[config.mk]
export PLATFORM = sky130hd
export DESIGN_NAME = wbd_boost_ctrl
export DESIGN_NICKNAME = d
export VERILOG_FILES = /design/src/logic/wbd_pkg.sv /design/src/logic/wbd_boost_ctrl.sv
export VERILOG_INCLUDE_DIRS = /design/src /design/src/logic
export SDC_FILE = /design/constraint.sdc
export NUM_CORES = 1
export LEC_CHECK = 0
export BUFFER_PORTS_ARGS = -buffer_cell sky130_fd_sc_hd__buf_2
export CAP_MARGIN = 25
export CORE_MARGIN = 2
export CORE_UTILIZATION = 57
export DETAILED_ROUTE_END_ITERATION = 8
export PLACE_DENSITY = 0.76
export SLEW_MARGIN = 20
export SYNTH_ARGS = -nofsm -noshare
export SYNTH_HDL_FRONTEND = slang
export SYNTH_SLANG_ARGS = --single-unit
[constraint.sdc]
create_clock -name mclk_i -period 3.7 [get_ports mclk_i]
set_clock_uncertainty 0.1 [all_clocks]
set_input_delay 0.74 -clock mclk_i [delete_from_list [all_inputs] [get_ports mclk_i]]
set_output_delay 0.74 -clock mclk_i [all_outputs]
set_load 0.1 [all_outputs]
[src/logic/wbd_map.svh]
// Constants for the white-LED boost dimming controller.
// Assumes a 40 MHz mclk_i; included by the control module and the test bench.
`ifndef WBD_MAP_SVH
`define WBD_MAP_SVH

// Serial slave address and register offsets
`define WBD_DEV_ADDR 7'h17
`define WBD_REG_CTRL 8'h00
`define WBD_REG_MODE 8'h01

// Control register fields
`define WBD_CTRL_EN 7
`define WBD_CTRL_D0 6
`define WBD_CTRL_D4 2
`define WBD_CTRL_RESET 8'hfc

// Mode register fields
`define WBD_MODE_DIMMING_SOURCE_SELECT 6
`define WBD_MODE_SYNC 5
`define WBD_MODE_OVP_LOW 4
`define WBD_MODE_OVP_HIGH 3
`define WBD_MODE_SHORT 2
`define WBD_MODE_OPEN 1
`define WBD_MODE_OTP 0
`define WBD_MODE_RESET 8'h68

// Over-voltage points in volts
`define WBD_OVP_36V 6'h24
`define WBD_OVP_24V 6'h18
`define WBD_OVP_15V 6'h0f

// Reference curve, millivolts
`define WBD_REF_FULL_MV 8'hc8

// Timing
`define WBD_MCLK_KHZ 40000
`define WBD_PIN_LOW_MS 20
`define WBD_PIN_LOW_CYCLES (`WBD_PIN_LOW_MS * `WBD_MCLK_KHZ)
`define WBD_FILT_SHIFT 12

`endif

[src/logic/wbd_pkg.sv]
// Types shared by the white-LED boost dimming controller.
// Constants live in wbd_map.svh.
package wbd_pkg;

  typedef struct packed {
    logic en;
    logic [4:0] code;
    logic dimming_source_select;
    logic sync;
    logic ovp_low;
    logic ovp_high;
  } wbd_ctrl_type;

  typedef struct packed {
    logic output_short_fault;
    logic led_open_fault;
    logic over_temp_fault;
  } wbd_fault_type;

  typedef enum logic [2:0] {
    SL_IDLE,
    SL_ADDR,
    SL_REG,
    SL_WDATA,
    SL_RDATA
  } wbd_slave_state_type;

endpackage

[src/logic/wbd_boost_ctrl.sv]
// White-LED boost driver digital control: serial register slave, enable,
// dimming, protection gating and fault flags.
// Assumes pins and the oscillator are asynchronous to mclk_i.
//
// Overview of operation
// - With the rectifier select bit at 1, its default, the synchronous rectifier is driven every cycle.
// - With the rectifier select bit at 0, the rectifier is not driven and an external diode freewheels.
// - Switching runs while the enable/dimming pin is high and is suppressed while it is low.
// - A pin low phase longer than 20 ms turns the converter off with the bandgap left on; the driver keeps lows shorter.
// - Switching is enabled only when the pin is high and the enable bit is 1; the bandgap needs the enable bit but not the pin.
// - Enable bit 0 shuts down; enable bit 1 alone with the pin failing keeps the bandgap on.
// - The 5-bit reference code maps to 0, 5..38 mV by 3, 38..104 by 6 and 104..200 by 12.
// - PWM on the tied serial pins is low-pass filtered so amplitude scales with duty.
// - Switching stops while the over-voltage indication is high and resumes when it clears.
// - Control is released only above the 2.5 V indication and shut down below 2.3 V.
// - Over-temperature shuts down until the lower threshold indication clears.
// - Separate LED open, over-temperature and output short flags are set and readable.
// - Over-voltage bits pick 36 V (01, default), 24 V (10) or 15 V (00).
// - The three fault flags are read-only and reset to 0.
// - The slave answers address 0x17 and the byte after it selects the register.
// - Dimming source 1 follows the filtered pin PWM, 0 follows the reference code.
`timescale 1ns/10ps
`include "wbd_map.svh"

module wbd_boost_ctrl import wbd_pkg::*; #(
  parameter int PIN_LOW_CYCLES = `WBD_PIN_LOW_CYCLES
) (
  // Clock and reset
  input wire logic mclk_i,
  input wire logic rst_i,
  // Serial pins (tied together for pin PWM dimming)
  input wire logic scl_i,
  input wire logic sda_i,
  output logic sda_o,
  output logic sda_oe_o,
  // Enable and oscillator
  input wire logic enable_dimming_pin_i,
  input wire logic osc_clk_i,
  // Analog indications
  input wire logic ovp_trip_i,
  input wire logic vin_above_rise_i,
  input wire logic vin_above_fall_i,
  input wire logic temp_over_high_i,
  input wire logic temp_over_low_i,
  input wire logic output_short_i,
  // Converter control
  output logic bandgap_en_o,
  output logic converter_on_o,
  output logic switch_en_o,
  output logic sync_rect_en_o,
  output logic [7:0] fb_target_mv_o,
  output logic [5:0] ovp_point_v_o,
  output wbd_fault_type faults_o
);

  // Two-flop synchronisers
  logic [7:0] meta;
  logic [7:0] syn;
  always_ff @(posedge mclk_i) begin
    meta <= {scl_i, sda_i, enable_dimming_pin_i, osc_clk_i, ovp_trip_i,
             vin_above_rise_i, vin_above_fall_i, temp_over_high_i};
    syn <= meta;
  end
  logic scl_s, sda_s, pin_s, osc_s, ovp_s, vin_rise_s, vin_fall_s, t_high_s;
  assign {scl_s, sda_s, pin_s, osc_s, ovp_s, vin_rise_s, vin_fall_s, t_high_s} = syn;

  logic [1:0] meta2;
  logic [1:0] syn2;
  always_ff @(posedge mclk_i) begin
    meta2 <= {temp_over_low_i, output_short_i};
    syn2 <= meta2;
  end
  logic t_low_s, short_s;
  assign {t_low_s, short_s} = syn2;

  logic scl_d, sda_d, osc_d;
  always_ff @(posedge mclk_i) begin
    scl_d <= scl_s;
    sda_d <= sda_s;
    osc_d <= osc_s;
  end
  logic scl_rise, scl_fall, start_c, stop_c, cycle_start;
  assign scl_rise = scl_s & ~scl_d;
  assign scl_fall = ~scl_s & scl_d;
  assign start_c = scl_s & scl_d & sda_d & ~sda_s;
  assign stop_c = scl_s & scl_d & ~sda_d & sda_s;
  assign cycle_start = osc_s & ~osc_d;

  // Software registers
  wbd_ctrl_type ctrl;
  wbd_ctrl_type ctrl_act;
  wbd_fault_type faults;
  logic [7:0] ctrl_byte, mode_byte;
  assign ctrl_byte = {ctrl.en, ctrl.code[0], ctrl.code[1], ctrl.code[2], ctrl.code[3],
                      ctrl.code[4], 2'b00};
  assign mode_byte = {1'b0, ctrl.dimming_source_select, ctrl.sync, ctrl.ovp_low, ctrl.ovp_high,
                      faults.output_short_fault, faults.led_open_fault,
                      faults.over_temp_fault};

  // Serial slave
  wbd_slave_state_type state;
  logic [7:0] shreg, ptr, rd_sh;
  logic [3:0] cnt;
  logic slv_ack, mst_ack, mst_nack, wr_strobe, rd_mode_strobe;
  logic [7:0] rd_data;
  assign rd_data = (ptr == `WBD_REG_CTRL) ? ctrl_byte :
                   (ptr == `WBD_REG_MODE) ? mode_byte : 8'h00;

  always_ff @(posedge mclk_i) begin
    if (rst_i) begin
      state <= SL_IDLE;
      shreg <= 8'h00;
      ptr <= 8'h00;
      rd_sh <= 8'h00;
      cnt <= 4'h0;
      slv_ack <= 1'b0;
      mst_ack <= 1'b0;
      mst_nack <= 1'b0;
      sda_oe_o <= 1'b0;
      wr_strobe <= 1'b0;
      rd_mode_strobe <= 1'b0;
    end else begin
      wr_strobe <= 1'b0;
      rd_mode_strobe <= 1'b0;
      // Advance only once the write has used the pointer
      if (wr_strobe) begin
        ptr <= ptr + 8'h01;
      end
      if (start_c) begin
        state <= SL_ADDR;
        cnt <= 4'h0;
        slv_ack <= 1'b0;
        mst_ack <= 1'b0;
        sda_oe_o <= 1'b0;
      end else if (stop_c) begin
        state <= SL_IDLE;
        slv_ack <= 1'b0;
        mst_ack <= 1'b0;
        sda_oe_o <= 1'b0;
      end else if (state != SL_IDLE && scl_rise) begin
        if (mst_ack) begin
          mst_nack <= sda_s;
        end else if (!slv_ack) begin
          shreg <= {shreg[6:0], sda_s};
          cnt <= cnt + 4'h1;
        end
      end else if (state != SL_IDLE && scl_fall) begin
        if (slv_ack || mst_ack) begin
          slv_ack <= 1'b0;
          mst_ack <= 1'b0;
          cnt <= 4'h0;
          sda_oe_o <= 1'b0;
          unique case (state)
            SL_ADDR: begin
              if (shreg[0]) begin
                state <= SL_RDATA;
                rd_sh <= rd_data;
                sda_oe_o <= ~rd_data[7];
                rd_mode_strobe <= (ptr == `WBD_REG_MODE);
              end else begin
                state <= SL_REG;
              end
            end
            SL_REG: state <= SL_WDATA;
            SL_WDATA: begin
              wr_strobe <= 1'b1;
            end
            SL_RDATA: begin
              if (mst_nack) begin
                state <= SL_IDLE;
              end else begin
                rd_sh <= rd_data;
                sda_oe_o <= ~rd_data[7];
                rd_mode_strobe <= (ptr == `WBD_REG_MODE);
              end
            end
            SL_IDLE: state <= SL_IDLE;
          endcase
        end else if (cnt == 4'h8) begin
          unique case (state)
            SL_ADDR: begin
              if (shreg[7:1] == `WBD_DEV_ADDR) begin
                slv_ack <= 1'b1;
                sda_oe_o <= 1'b1;
              end else begin
                state <= SL_IDLE;
              end
            end
            SL_REG: begin
              ptr <= shreg;
              slv_ack <= 1'b1;
              sda_oe_o <= 1'b1;
            end
            SL_WDATA: begin
              slv_ack <= 1'b1;
              sda_oe_o <= 1'b1;
            end
            SL_RDATA: begin
              mst_ack <= 1'b1;
              sda_oe_o <= 1'b0;
              ptr <= ptr + 8'h01;
            end
            SL_IDLE: state <= SL_IDLE;
          endcase
        end else if (state == SL_RDATA) begin
          sda_oe_o <= ~rd_sh[3'(4'h7 - cnt)];
        end
      end
    end
  end
  assign sda_o = 1'b0;

  // Register writes
  always_ff @(posedge mclk_i) begin
    if (rst_i) begin
      ctrl.en <= 1'(`WBD_CTRL_RESET >> `WBD_CTRL_EN);
      ctrl.code <= 5'h1f;
      ctrl.dimming_source_select <= 1'(`WBD_MODE_RESET >> `WBD_MODE_DIMMING_SOURCE_SELECT);
      ctrl.sync <= 1'(`WBD_MODE_RESET >> `WBD_MODE_SYNC);
      ctrl.ovp_low <= 1'(`WBD_MODE_RESET >> `WBD_MODE_OVP_LOW);
      ctrl.ovp_high <= 1'(`WBD_MODE_RESET >> `WBD_MODE_OVP_HIGH);
    end else if (wr_strobe && ptr == `WBD_REG_CTRL) begin
      ctrl.en <= shreg[`WBD_CTRL_EN];
      ctrl.code <= {shreg[`WBD_CTRL_D4], shreg[3], shreg[4], shreg[5], shreg[`WBD_CTRL_D0]};
    end else if (wr_strobe && ptr == `WBD_REG_MODE) begin
      ctrl.dimming_source_select <= shreg[`WBD_MODE_DIMMING_SOURCE_SELECT];
      ctrl.sync <= shreg[`WBD_MODE_SYNC];
      ctrl.ovp_low <= shreg[`WBD_MODE_OVP_LOW];
      ctrl.ovp_high <= shreg[`WBD_MODE_OVP_HIGH];
    end
  end

  // Settings in force from the next switching cycle
  always_ff @(posedge mclk_i) begin
    if (rst_i) begin
      ctrl_act <= '0;
    end else if (cycle_start) begin
      ctrl_act <= ctrl;
    end
  end

  // Pin low timeout
  logic [31:0] low_cnt;
  logic pin_timeout;
  always_ff @(posedge mclk_i) begin
    if (rst_i || pin_s) begin
      low_cnt <= 32'h0;
      pin_timeout <= 1'b0;
    end else if (low_cnt < 32'(PIN_LOW_CYCLES)) begin
      low_cnt <= low_cnt + 32'h1;
    end else begin
      pin_timeout <= 1'b1;
    end
  end

  // Supply and thermal state
  logic vin_ok, over_temp;
  always_ff @(posedge mclk_i) begin
    if (rst_i) begin
      vin_ok <= 1'b0;
    end else if (vin_rise_s) begin
      vin_ok <= 1'b1;
    end else if (!vin_fall_s) begin
      vin_ok <= 1'b0;
    end
  end
  always_ff @(posedge mclk_i) begin
    if (rst_i) begin
      over_temp <= 1'b0;
    end else if (t_high_s) begin
      over_temp <= 1'b1;
    end else if (!t_low_s) begin
      over_temp <= 1'b0;
    end
  end

  // Fault flags: set wins over clear-on-read
  always_ff @(posedge mclk_i) begin
    if (rst_i) begin
      faults <= '0;
    end else begin
      faults.over_temp_fault <= over_temp | (faults.over_temp_fault & ~rd_mode_strobe);
      faults.led_open_fault <= (ovp_s & converter_on_o) |
                               (faults.led_open_fault & ~rd_mode_strobe);
      faults.output_short_fault <= short_s |
                                   (faults.output_short_fault & ~rd_mode_strobe);
    end
  end
  assign faults_o = faults;

  // Enable and gating
  always_ff @(posedge mclk_i) begin
    if (rst_i) begin
      bandgap_en_o <= 1'b0;
      converter_on_o <= 1'b0;
      switch_en_o <= 1'b0;
      sync_rect_en_o <= 1'b0;
    end else begin
      bandgap_en_o <= ctrl.en & vin_ok & ~over_temp;
      converter_on_o <= ctrl.en & vin_ok & ~over_temp & ~pin_timeout;
      switch_en_o <= ctrl.en & vin_ok & ~over_temp & pin_s & ~ovp_s;
      sync_rect_en_o <= ctrl.en & vin_ok & ~over_temp & pin_s & ~ovp_s
                        & ctrl_act.sync;
    end
  end

  // Reference curve
  function automatic logic [7:0] code_to_mv(input logic [4:0] c);
    logic [7:0] c8;
    c8 = {3'b000, c};
    if (c == 5'h00) begin
      code_to_mv = 8'h00;
    end else if (c <= 5'h0c) begin
      code_to_mv = 8'(8'h05 + 8'(8'h03 * (c8 - 8'h01)));
    end else if (c <= 5'h17) begin
      code_to_mv = 8'(8'h26 + 8'(8'h06 * (c8 - 8'h0c)));
    end else begin
      code_to_mv = 8'(8'h68 + 8'(8'h0c * (c8 - 8'h17)));
    end
  endfunction

  // Pin PWM averaging on the tied serial pins
  logic [23:0] filt;
  always_ff @(posedge mclk_i) begin
    if (rst_i) begin
      filt <= 24'h0;
    end else begin
      filt <= filt - (filt >> `WBD_FILT_SHIFT) + (sda_s ? 24'h000fff : 24'h0);
    end
  end
  logic [15:0] pwm_mv;
  assign pwm_mv = 16'(`WBD_REF_FULL_MV) * {8'h00, filt[23:16]};

  always_ff @(posedge mclk_i) begin
    if (rst_i) begin
      fb_target_mv_o <= 8'h00;
      ovp_point_v_o <= `WBD_OVP_36V;
    end else begin
      fb_target_mv_o <= ctrl_act.dimming_source_select ? pwm_mv[15:8] : code_to_mv(ctrl_act.code);
      unique case ({ctrl_act.ovp_high, ctrl_act.ovp_low})
        2'b01: ovp_point_v_o <= `WBD_OVP_24V;
        2'b00: ovp_point_v_o <= `WBD_OVP_15V;
        default: ovp_point_v_o <= `WBD_OVP_36V;
      endcase
    end
  end

endmodule // wbd_boost_ctrl

==> flow_summary.yaml, run 1 <==
run_status:
  status: "finished clean"
floorplanning:
  dieArea_sq_um: 16900
  row_count: 46
  initial_core_util: 0.577
  die-height_microns: 130
  fp.coreArea_sq_um: 15700
  die_w_microns: 130
  pin_count: 35
sta:
  whs_ps: 230
  slew_headroom: 0.484
  worst_pin_slew_ps: 767
  rsz0062_at_grt: "no"
  post-route-min-period_ps: 3560
  finalSetupViolations: 0
  finalCritPeriodShare: 0.963
  drv_slew: 0
  finalSetupTns_ps: 0
  max_clock_freq_mhz: 281
  hold_viol_final: 0
grt:
  gr-total-overflow: 0
  antenna_found_initial: 0
  grt_pass1_wl_microns: 31300
  grt_max_degree: 35
  track_usage: 0.229
  grt_pass1_vias: 6794
cts:
  cts_buffers: 17
  clkSlewWorstSetupHoldPaths_ps: 80
  clock_latency_ps: 430
  cts_max_path_buffers: 2
  hold_buffers: 0
  cts_tree: "done"
  cts_root_buf: "clkbuf_16"
  cts_sinks: 158
  htree_levels: 4
worst_setup_path:
  path_cells: "clkinvlp_4 > buf_12 > fa_1 > inv_1 > ha_1 > a21oi_2 > nand2_1 > or4_4 > a31o_1 > a21o_1 > a311oi_2 > mux2_1"
  path_class: "reg2reg"
  reg2reg_depth: 12
  slowest_delay_ps: 540
  critPathMaxFanout: 10
  cp_slowest_cell: "fa_1"
  cp.required_ps: 3930
  cp-start-kind: "flop"
  worstSetupEndpointType: "flop"
  critical_path_arrival_ps: 3790
min_path:
  hold_depth: 0
  hold_class: "reg2reg"
route:
  via_count: 7161
  ant_nets: 0
  wire_per_inst_microns: 14.2
  drcViolationCount: 0
  avgViaCountPerCell: 5.45
  dr.first_iter.drc_count: 455
  first_pass_iters: 5
  drt-total-wl_microns: 18600
finish:
  nNetsFinal: 1197
  n_antenna_cell: 0
  drive_gt1_frac: 0.0974
  syn2layout_area_growth_pct: 11.4
  post-route-cell-area_sq_um: 10100
synth:
  synth_top_flop_cell: "dfxtp_1"
  async_flop_share: 0
  synth_seq_area_share: 0.350
  synth-edff-count: 0
  yosys_warnings: 0
  synth_fp_nets: 1168
  synth.avg_cell_area_sq_um: 8.55
  synth_seq_cells: 158
  synth_cell_types: 76
  syn_area_sq_um: 9030
  synthesis.instances: 1056
pwr:
  finalPower_mw: 7.89
  ir_worst_vdd_mv: 0.411
  power.density_nw_per_um2: 785
  p_leak_nw: 4.36
placed_design:
  gp_congestion: 0.869
  place_hpwl_microns: 13200
  place_area_sq_um: 9420
  io_buffers: 33
flow_run:
  maxCapViolCount: 0
## cell type report
class                   count  area, sq um
clock buffers              17          425
fillers                  1379         5600
inverters                  96          364
repair buffers             50          305
multi-input cells         762         5330
well taps                 216          270
clock inverters            15          196
flip-flops and latches    158         3170
## Yosys cell counts, drive strengths merged (6+ instances only)
cell type / instances / area share
and2: 15 / 0.010
dfxtp: 158 / 0.35
nor2: 118 / 0.049
or2: 6 / 0.0042
nand2: 90 / 0.037
a211oi: 9 / 0.0080
inv: 96 / 0.040
o21a: 7 / 0.0058
clkbuf: 29 / 0.012
nand4: 10 / 0.0069
mux2i: 12 / 0.013
a21o: 10 / 0.0083
xor2: 34 / 0.033
o21ai: 33 / 0.018
a31oi: 8 / 0.0055
nand3: 28 / 0.016
xnor2: 42 / 0.041
buf: 11 / 0.0086
fa: 16 / 0.035
nor4: 9 / 0.0062
a22oi: 11 / 0.0091
and3: 20 / 0.014
a21oi: 73 / 0.041
nor3: 24 / 0.013
nor2b: 14 / 0.0097
ha: 84 / 0.12
a211o: 13 / 0.013
## cell usage in the layout (no fill, tap or decap), types with 6 or more instances in the layout
cell	instances
clkinv_8	7
or2_2	6
nor3_1	24
o21a_1	7
buf_2	33
mux2i_1	12
and3_1	20
dfxtp_1	157
nand4_1	10
ha_1	83
buf_4	16
a31oi_1	8
xnor2_1	42
o21ai_0	33
a211o_1	13
a21o_1	10
a21oi_1	70
a211oi_1	7
nand3_1	28
and2_1	14
clkbuf_16	17
nor4_1	9
a22oi_1	11
inv_1	95
fa_1	16
nand2_1	90
xor2_1	34
nor2b_1	14
nor2_1	118
## power breakdown
| group | total [mW] | switching (mW) | internal [mW] |
|---|---|---|---|
| Clock | 1.79 | 0.860 | 0.926 |
| Combinational | 4.10 | 2.40 | 1.70 |
| Sequential | 2.01 | 0.120 | 1.89 |
| Total | 7.89 | 3.38 | 4.52 |
## final timing paths
kind	start	to	slack [ps]
min reg2reg	meta[0]$_DFF_P_	syn[0]$_DFF_P_	230
max	syn[6]$_DFF_P_	filt[17]$_SDFF_PP0_	140
min	meta[0]$_DFF_P_	syn[0]$_DFF_P_	230
max reg2reg	syn[6]$_DFF_P_	filt[17]$_SDFF_PP0_	140
## worst max-delay path: cells and delay by family (launching register included)
family                   cells  cell delay, ps
flip-flops                   1             360
AO/OA/AOI/OAI                4             870
AND/OR/NAND/NOR              2             530
buffers and inverters        3             340
adder cells (fa/ha/maj)      2             910
multiplexers                 1             330
## state kept, by name, indices dropped and copies added (netlist names), 9 cells and up
| register | cells |
|---|---|
| low_cnt | 32 |
| ctrl | 10 |
| filt | 24 |
| ctrl_act | 9 |
## routing by layer
layer	wire length, microns	part of all wire	global-route usage	up-vias
met5	0	0	0	-
met4	379	0.020	0.0765	0
met3	765	0.041	0.0410	35
met2	8840	0.48	0.387	158
met1	8610	0.46	0.298	3300
li1	-	-	-	3668
## per-stage QoR
| step | std cells | worst slack [ps] | util |
|---|---|---|---|
| after floorplan | 1056 | 18.0 | - |
| after global placement | 1282 | 211 | 0.602 |
| after detailed placement | 1282 | 144 | 0.602 |
| after CTS | 1314 | 129 | 0.641 |
| after global routing | 1314 | 15.4 | 0.642 |
| final | 1314 | 138 | 0.642 |
## cells by family after synthesis
group,count (synthesis),synth area share
other,1,0.000415
adder cells (fa/ha/maj),100,0.152
flip-flops,158,0.350
multiplexers,16,0.0208
buffers and inverters,136,0.0610
AO/OA/AOI/OAI,205,0.148
AND/OR/NAND/NOR,364,0.194
XOR/XNOR,76,0.0737
## repair_timing
| item | CTS | global route |
|---|---|---|
| gates resized for setup | 0 | 4 |
| buffers inserted | 0 | 0 |
| endpoints found under the setup margin | 0 | 3 |
(Power assumes the default switching activity.)
==> run 2, diff against run 1 <==
- CORE_MARGIN: 2 -> 1
==> run 2 against run 1 <==
Effect of this change: critical endpoint unchanged; global-route usage up 0.81 points; non-clock buffer count rose by 1; design area shrank 0.68%; highest routed layer unchanged; first-iteration DRC count shrank 5.1%; maximum frequency grew 0.22%; critical path depth did not move; largest cell class unchanged; clock-buffer cell count rose by 3; largest power group unchanged; via count is 0.28% lower; power down 1.9%.
==> flow_summary.yaml, run 2 (synthesized netlist as in run 1, its figures left out) <==
run_status:
  status: "finished clean"
finish:
  multiInputGateArea_sq_um: 5330
  post-route-cell-area_sq_um: 9990
  drive_gt1_frac: 0.0955
  top_regs: "low_cnt: 32 flops, filt: 24 flops, ctrl: 10 flops"
  regArea_sq_um: 3170
  top_register: "low_cnt"
  nNetsFinal: 1198
  largest_register_ffs: 32
  layout_common_cells: "157 x dfxtp_1, 118 x nor2_1, 95 x inv_1, 90 x nand2_1, 84 x ha_1"
  fillers: 1320
  layout_commonest_cell: "dfxtp_1"
  n_antenna_cell: 0
  stdcell_count: 1310
  syn2layout_area_growth_pct: 10.6
sta:
  max_clock_freq_mhz: 281
  finalSetupViolations: 0
  slew_headroom: 0.440
  drv_slew: 0
  hold_viol_final: 0
  finalSetupTns_ps: 0
  post-route-min-period_ps: 3550
  rsz0062_at_grt: "no"
  worst_pin_slew_ps: 832
  finalCritPeriodShare: 0.960
cts:
  cts_tree: "done"
  cts_root_buf: "clkbuf_16"
  postCtsSetupRepairBufs: 0
  cts_buffers: 17
  cts_max_path_buffers: 2
  clock_latency_ps: 420
  hold_buffers: 0
  cts.repair.resized: 0
  clkSlewWorstSetupHoldPaths_ps: 60
  cts_sinks: 158
  htree_levels: 4
worst_setup_path:
  worst-path-buf-inv: 3
  cp_num_cells: 12
  reg2reg_depth: 12
  path_class: "reg2reg"
  worstSetupEndpointType: "flop"
  r2r_start: "syn[6]$_DFF_P_"
  cp-start-kind: "flop"
  cp_slowest_cell: "fa_1"
  cp.required_ps: 3910
  r2r_end: "filt[17]$_SDFF_PP0_"
  critical_path_arrival_ps: 3760
  critPathMaxFanout: 7
  slowest_delay_ps: 540
  path_delay_family: "compound AO/OA/AOI/OAI gates"
  reg2reg_slack_ps: 150
  path_cells: "clkinvlp_4 > buf_4 > fa_1 > inv_1 > ha_1 > a21oi_1 > nand2_1 > or4_4 > a31o_1 > a21o_1 > a311oi_2 > mux2_1"
grt:
  gr-total-overflow: 0
  antenna_found_initial: 0
  grt_pass1_wl_microns: 31300
  grt_pass1_vias: 6811
  track_usage: 0.237
  grt_max_degree: 31
route:
  avgViaCountPerCell: 5.45
  wire_per_inst_microns: 13.8
  first_pass_iters: 5
  drcViolationCount: 0
  via_count: 7141
  ant_nets: 0
  drt-total-wl_microns: 18100
  dr.first_iter.drc_count: 432
placed_design:
  place_hpwl_microns: 13300
  place_area_sq_um: 9410
  io_buffers: 33
  dp_cells: 1278
  gp_congestion: 0.881
floorplanning:
  fp.coreArea_sq_um: 15300
  row_count: 45
  pin_count: 35
  die-height_microns: 128
  die_w_microns: 128
  initial_core_util: 0.589
  dieArea_sq_um: 16300
min_path:
  hold_depth: 0
  hold_class: "reg2reg"
  whs_endpoint: "syn[3]$_DFF_P_"
  holdCritStartpoint: "meta[3]$_DFF_P_"
pwr:
  power.density_nw_per_um2: 775
  p_leak_nw: 4.34
  ir_worst_vdd_mv: 0.427
flow_run:
  maxCapViolCount: 0
==> run 2: cell count changes in the layout (fill, tap and decap cells not counted), moves of 2 or more <==
cell and delta:
inv_8 -4, clkinv_4 +4, a21oi_1 +2, buf_4 +2, clkinv_8 -7, a21oi_2 -2
clkinv_2 +2
==> run 2: where the power goes <==
group          internal [mW]  switching (mW)  total, mW  leakage [nW]
combinational           1.70            2.37       4.07          2.77
sequential              1.89           0.124       2.01          1.30
clock                  0.931           0.731       1.66         0.279
total                   4.52            3.22       7.74          4.34
==> run 2: worst max path at each step <==
| stage | startpoint | slack [ps] | to |
|---|---|---|---|
| 5_1_grt | syn[6]$_DFF_P_ | 10 | filt[17]$_SDFF_PP0_ |
| 2_1_floorplan | syn[6]$_DFF_P_ | 20 | filt[17]$_SDFF_PP0_ |
| 3_3_place_gp | syn[6]$_DFF_P_ | 230 | filt[17]$_SDFF_PP0_ |
| 4_1_cts | syn[6]$_DFF_P_ | 150 | filt[17]$_SDFF_PP0_ |
| 3_5_place_dp | syn[6]$_DFF_P_ | 150 | filt[17]$_SDFF_PP0_ |
| 6_report | syn[6]$_DFF_P_ | 150 | filt[17]$_SDFF_PP0_ |
==> run 2: routing by layer <==
metal / vias up / part of all wire / track usage
met5: - / 0 / 0
met4: 0 / 0.017 / 0.0775
met3: 23 / 0.038 / 0.0476
met2: 154 / 0.47 / 0.400
met1: 3295 / 0.47 / 0.305
li1: 3669 / - / -
==> run 2: area by class of cell <==
cell class	instances	share of cell area
multi-input combinational	762	0.533
inverter	96	0.0365
clock inverter	12	0.00990
clock buffer	20	0.0468
sequential	158	0.317
timing repair buffer	51	0.0301
tap	211	0.0264
==> run 2: metrics by stage <==
| stage | power [mW] | setup slack (ps) | hold WS [ps] | util |
|---|---|---|---|---|
| after floorplan | 5.35 | 18.0 | 209 | - |
| after global placement | 5.98 | 230 | 210 | 0.614 |
| after detailed placement | 6.05 | 153 | 212 | 0.614 |
| after CTS | 7.74 | 148 | 228 | 0.651 |
| after global routing | 8.42 | 11.3 | 233 | 0.652 |
| final | 7.74 | 146 | 228 | 0.652 |
==> run 3, diff against run 2 <==
- MAX_ROUTING_LAYER: default -> met4
- PLACE_DENSITY: 0.76 -> 0.75
- RECOVER_POWER: default -> 100
==> run 3 against run 2 <==
Effect of this change: final cell count barely moved; sequential power hardly changed; register-to-register slack got worse by 50 ps; core utilization down 0.25 points; first-iteration DRC count shrank 5.6%; combinational power rose by 1%; worst setup slack worse by 54 ps; clock-buffer cell count increased by 1.
==> flow_summary.yaml, run 3 (synthesized netlist as in run 1, its figures left out) <==
pwr:
  power_switching_share: 0.421
  switchingPower_mw: 3.28
  ir_worst_vdd_mv: 0.477
  p_int_mw: 4.52
  p_seq_frac: 0.258
  power.share.combinational: 0.527
  power.density_nw_per_um2: 783
  p_clk_frac: 0.215
  p_leak_nw: 4.23
sta:
  worst_slack_ps: 92.1
  hold_viol_final: 0
  drv_slew: 0
  worst_pin_slew_ps: 1220
  finalCritPeriodShare: 0.975
  finalSetupTns_ps: 0
  slew_headroom: 0.186
  max_clock_freq_mhz: 277
  post-route-min-period_ps: 3610
  whs_ps: 226
  finalSetupViolations: 0
grt:
  grt_pass1_vias: 6727
  grt_pass1_wl_microns: 31600
  grt_max_degree: 28
  track_usage: 0.249
  antenna_found_initial: 0
  gr-total-overflow: 0
worst_setup_path:
  path_cells: "clkinvlp_4 > buf_4 > fa_1 > inv_1 > ha_1 > a21oi_2 > o21bai_1 > or4_4 > a31o_1 > a21o_1 > a311oi_2 > mux2_1"
  critPathMaxFanout: 4
  slowest_delay_ps: 530
  worstSetupEndpointType: "flop"
  critical_path_arrival_ps: 3800
  cp.required_ps: 3900
  cp-start-kind: "flop"
  path_class: "reg2reg"
  cp_slowest_cell: "fa_1"
route:
  via_count: 7206
  avgViaCountPerCell: 5.50
  ant_nets: 0
  drt-total-wl_microns: 18800
  drcViolationCount: 0
  dr.first_iter.drc_count: 408
  first_pass_iters: 6
  wire_per_inst_microns: 14.4
floorplanning:
  initial_core_util: 0.589
  dieArea_sq_um: 16300
  row_count: 45
  pin_count: 35
  die_w_microns: 128
  die-height_microns: 128
  fp.coreArea_sq_um: 15300
finish:
  fin_util: 0.650
  layout_commonest_cell: "dfxtp_1"
  fillers: 1365
  top_register: "low_cnt"
  nNetsFinal: 1199
  top_regs: "low_cnt: 32 flops, filt: 24 flops, ctrl: 10 flops"
  syn2layout_area_growth_pct: 10.2
  regArea_sq_um: 3170
  n_antenna_cell: 0
  multiInputGateArea_sq_um: 5320
  layout_common_cells: "157 x dfxtp_1, 118 x nor2_1, 95 x inv_1, 90 x nand2_1, 83 x ha_1"
  largest_register_ffs: 32
  drive_gt1_frac: 0.0709
placed_design:
  io_buffers: 33
  gp_congestion: 0.878
  place_hpwl_microns: 13700
  preCtsSetupSlack_ps: 140
cts:
  cts_sinks: 158
  htree_levels: 4
  cts_buffers: 17
  postCtsSetupRepairBufs: 0
  cts.repair.resized: 0
  clock_latency_ps: 420
  hold_buffers: 0
  cts_root_buf: "clkbuf_16"
  clkSlewWorstSetupHoldPaths_ps: 60
  cts_tree: "done"
  cts_max_path_buffers: 2
min_path:
  hold_class: "reg2reg"
flow_run:
  maxCapViolCount: 0
run_status:
  status: "finished clean"
[run 3: changes by cell type in the layout (fill, tap and decap cells not counted), sizes merged]
cell,before,now
clkbuf,20,47
buf,51,26
inv,100,102
clkinv,6,3
[run 3: path summary, 6_finish.rpt]
| check | start | to | slack [ps] | cells after the start |
|---|---|---|---|---|
| setup reg to reg | syn[6]$_DFF_P_ | filt[17]$_SDFF_PP0_ | 90 | 12 |
| hold / removal | meta[4]$_DFF_P_ | syn[4]$_DFF_P_ | 230 | 0 |
| hold reg to reg | meta[4]$_DFF_P_ | syn[4]$_DFF_P_ | 230 | 0 |
| setup / recovery | syn[6]$_DFF_P_ | filt[17]$_SDFF_PP0_ | 90 | 12 |
[run 3: per-layer routing]
metal  part of all wire  GRT usage  vias to the layer above
met4              0.024     0.0955                        0
met5                  0          -                        -
met2               0.47      0.402                      148
met1               0.47      0.313                     3352
li1                   -          -                     3678
met3              0.035     0.0426                       28
[run 3: power groups by stage]
stage          Sequential [mW]  Clock, mW  Combinational, mW
2_1_floorplan             2.27          0               3.08
3_3_place_gp              2.05          0               3.93
5_1_grt                   2.03       1.78               4.59
6_report                  2.01       1.67               4.11
4_1_cts                   2.01       1.71               4.08
3_5_place_dp              2.05          0               4.02
[run 3: cell type report]
class | instances | area share
multi-input combinational | 762 | 0.535
sequential | 158 | 0.318
clock buffer | 21 | 0.0473
inverter | 96 | 0.0366
timing repair buffer | 52 | 0.0269
tap | 211 | 0.0265
clock inverter | 11 | 0.00968
[run 3: critical path, delay by kind of cell, from the launching register on]
| kind | cells | cell delay [ps] |
|---|---|---|
| AOI/OAI and AO/OA | 5 | 970 |
| adders and majority gates | 2 | 880 |
| and+or+nand+nor | 1 | 490 |
| muxes | 1 | 380 |
| DFF | 1 | 350 |
| buffers and inverters | 3 | 300 |
[run 3: stage by stage]
stage,power [mW],cell area [sq um],instances
CTS,7.81,9980,1311
global placement,5.98,9420,1279
detailed placement,6.07,9420,1279
global route,8.41,9950,1311
floorplan,5.35,9030,1056
finish,7.80,9950,1311
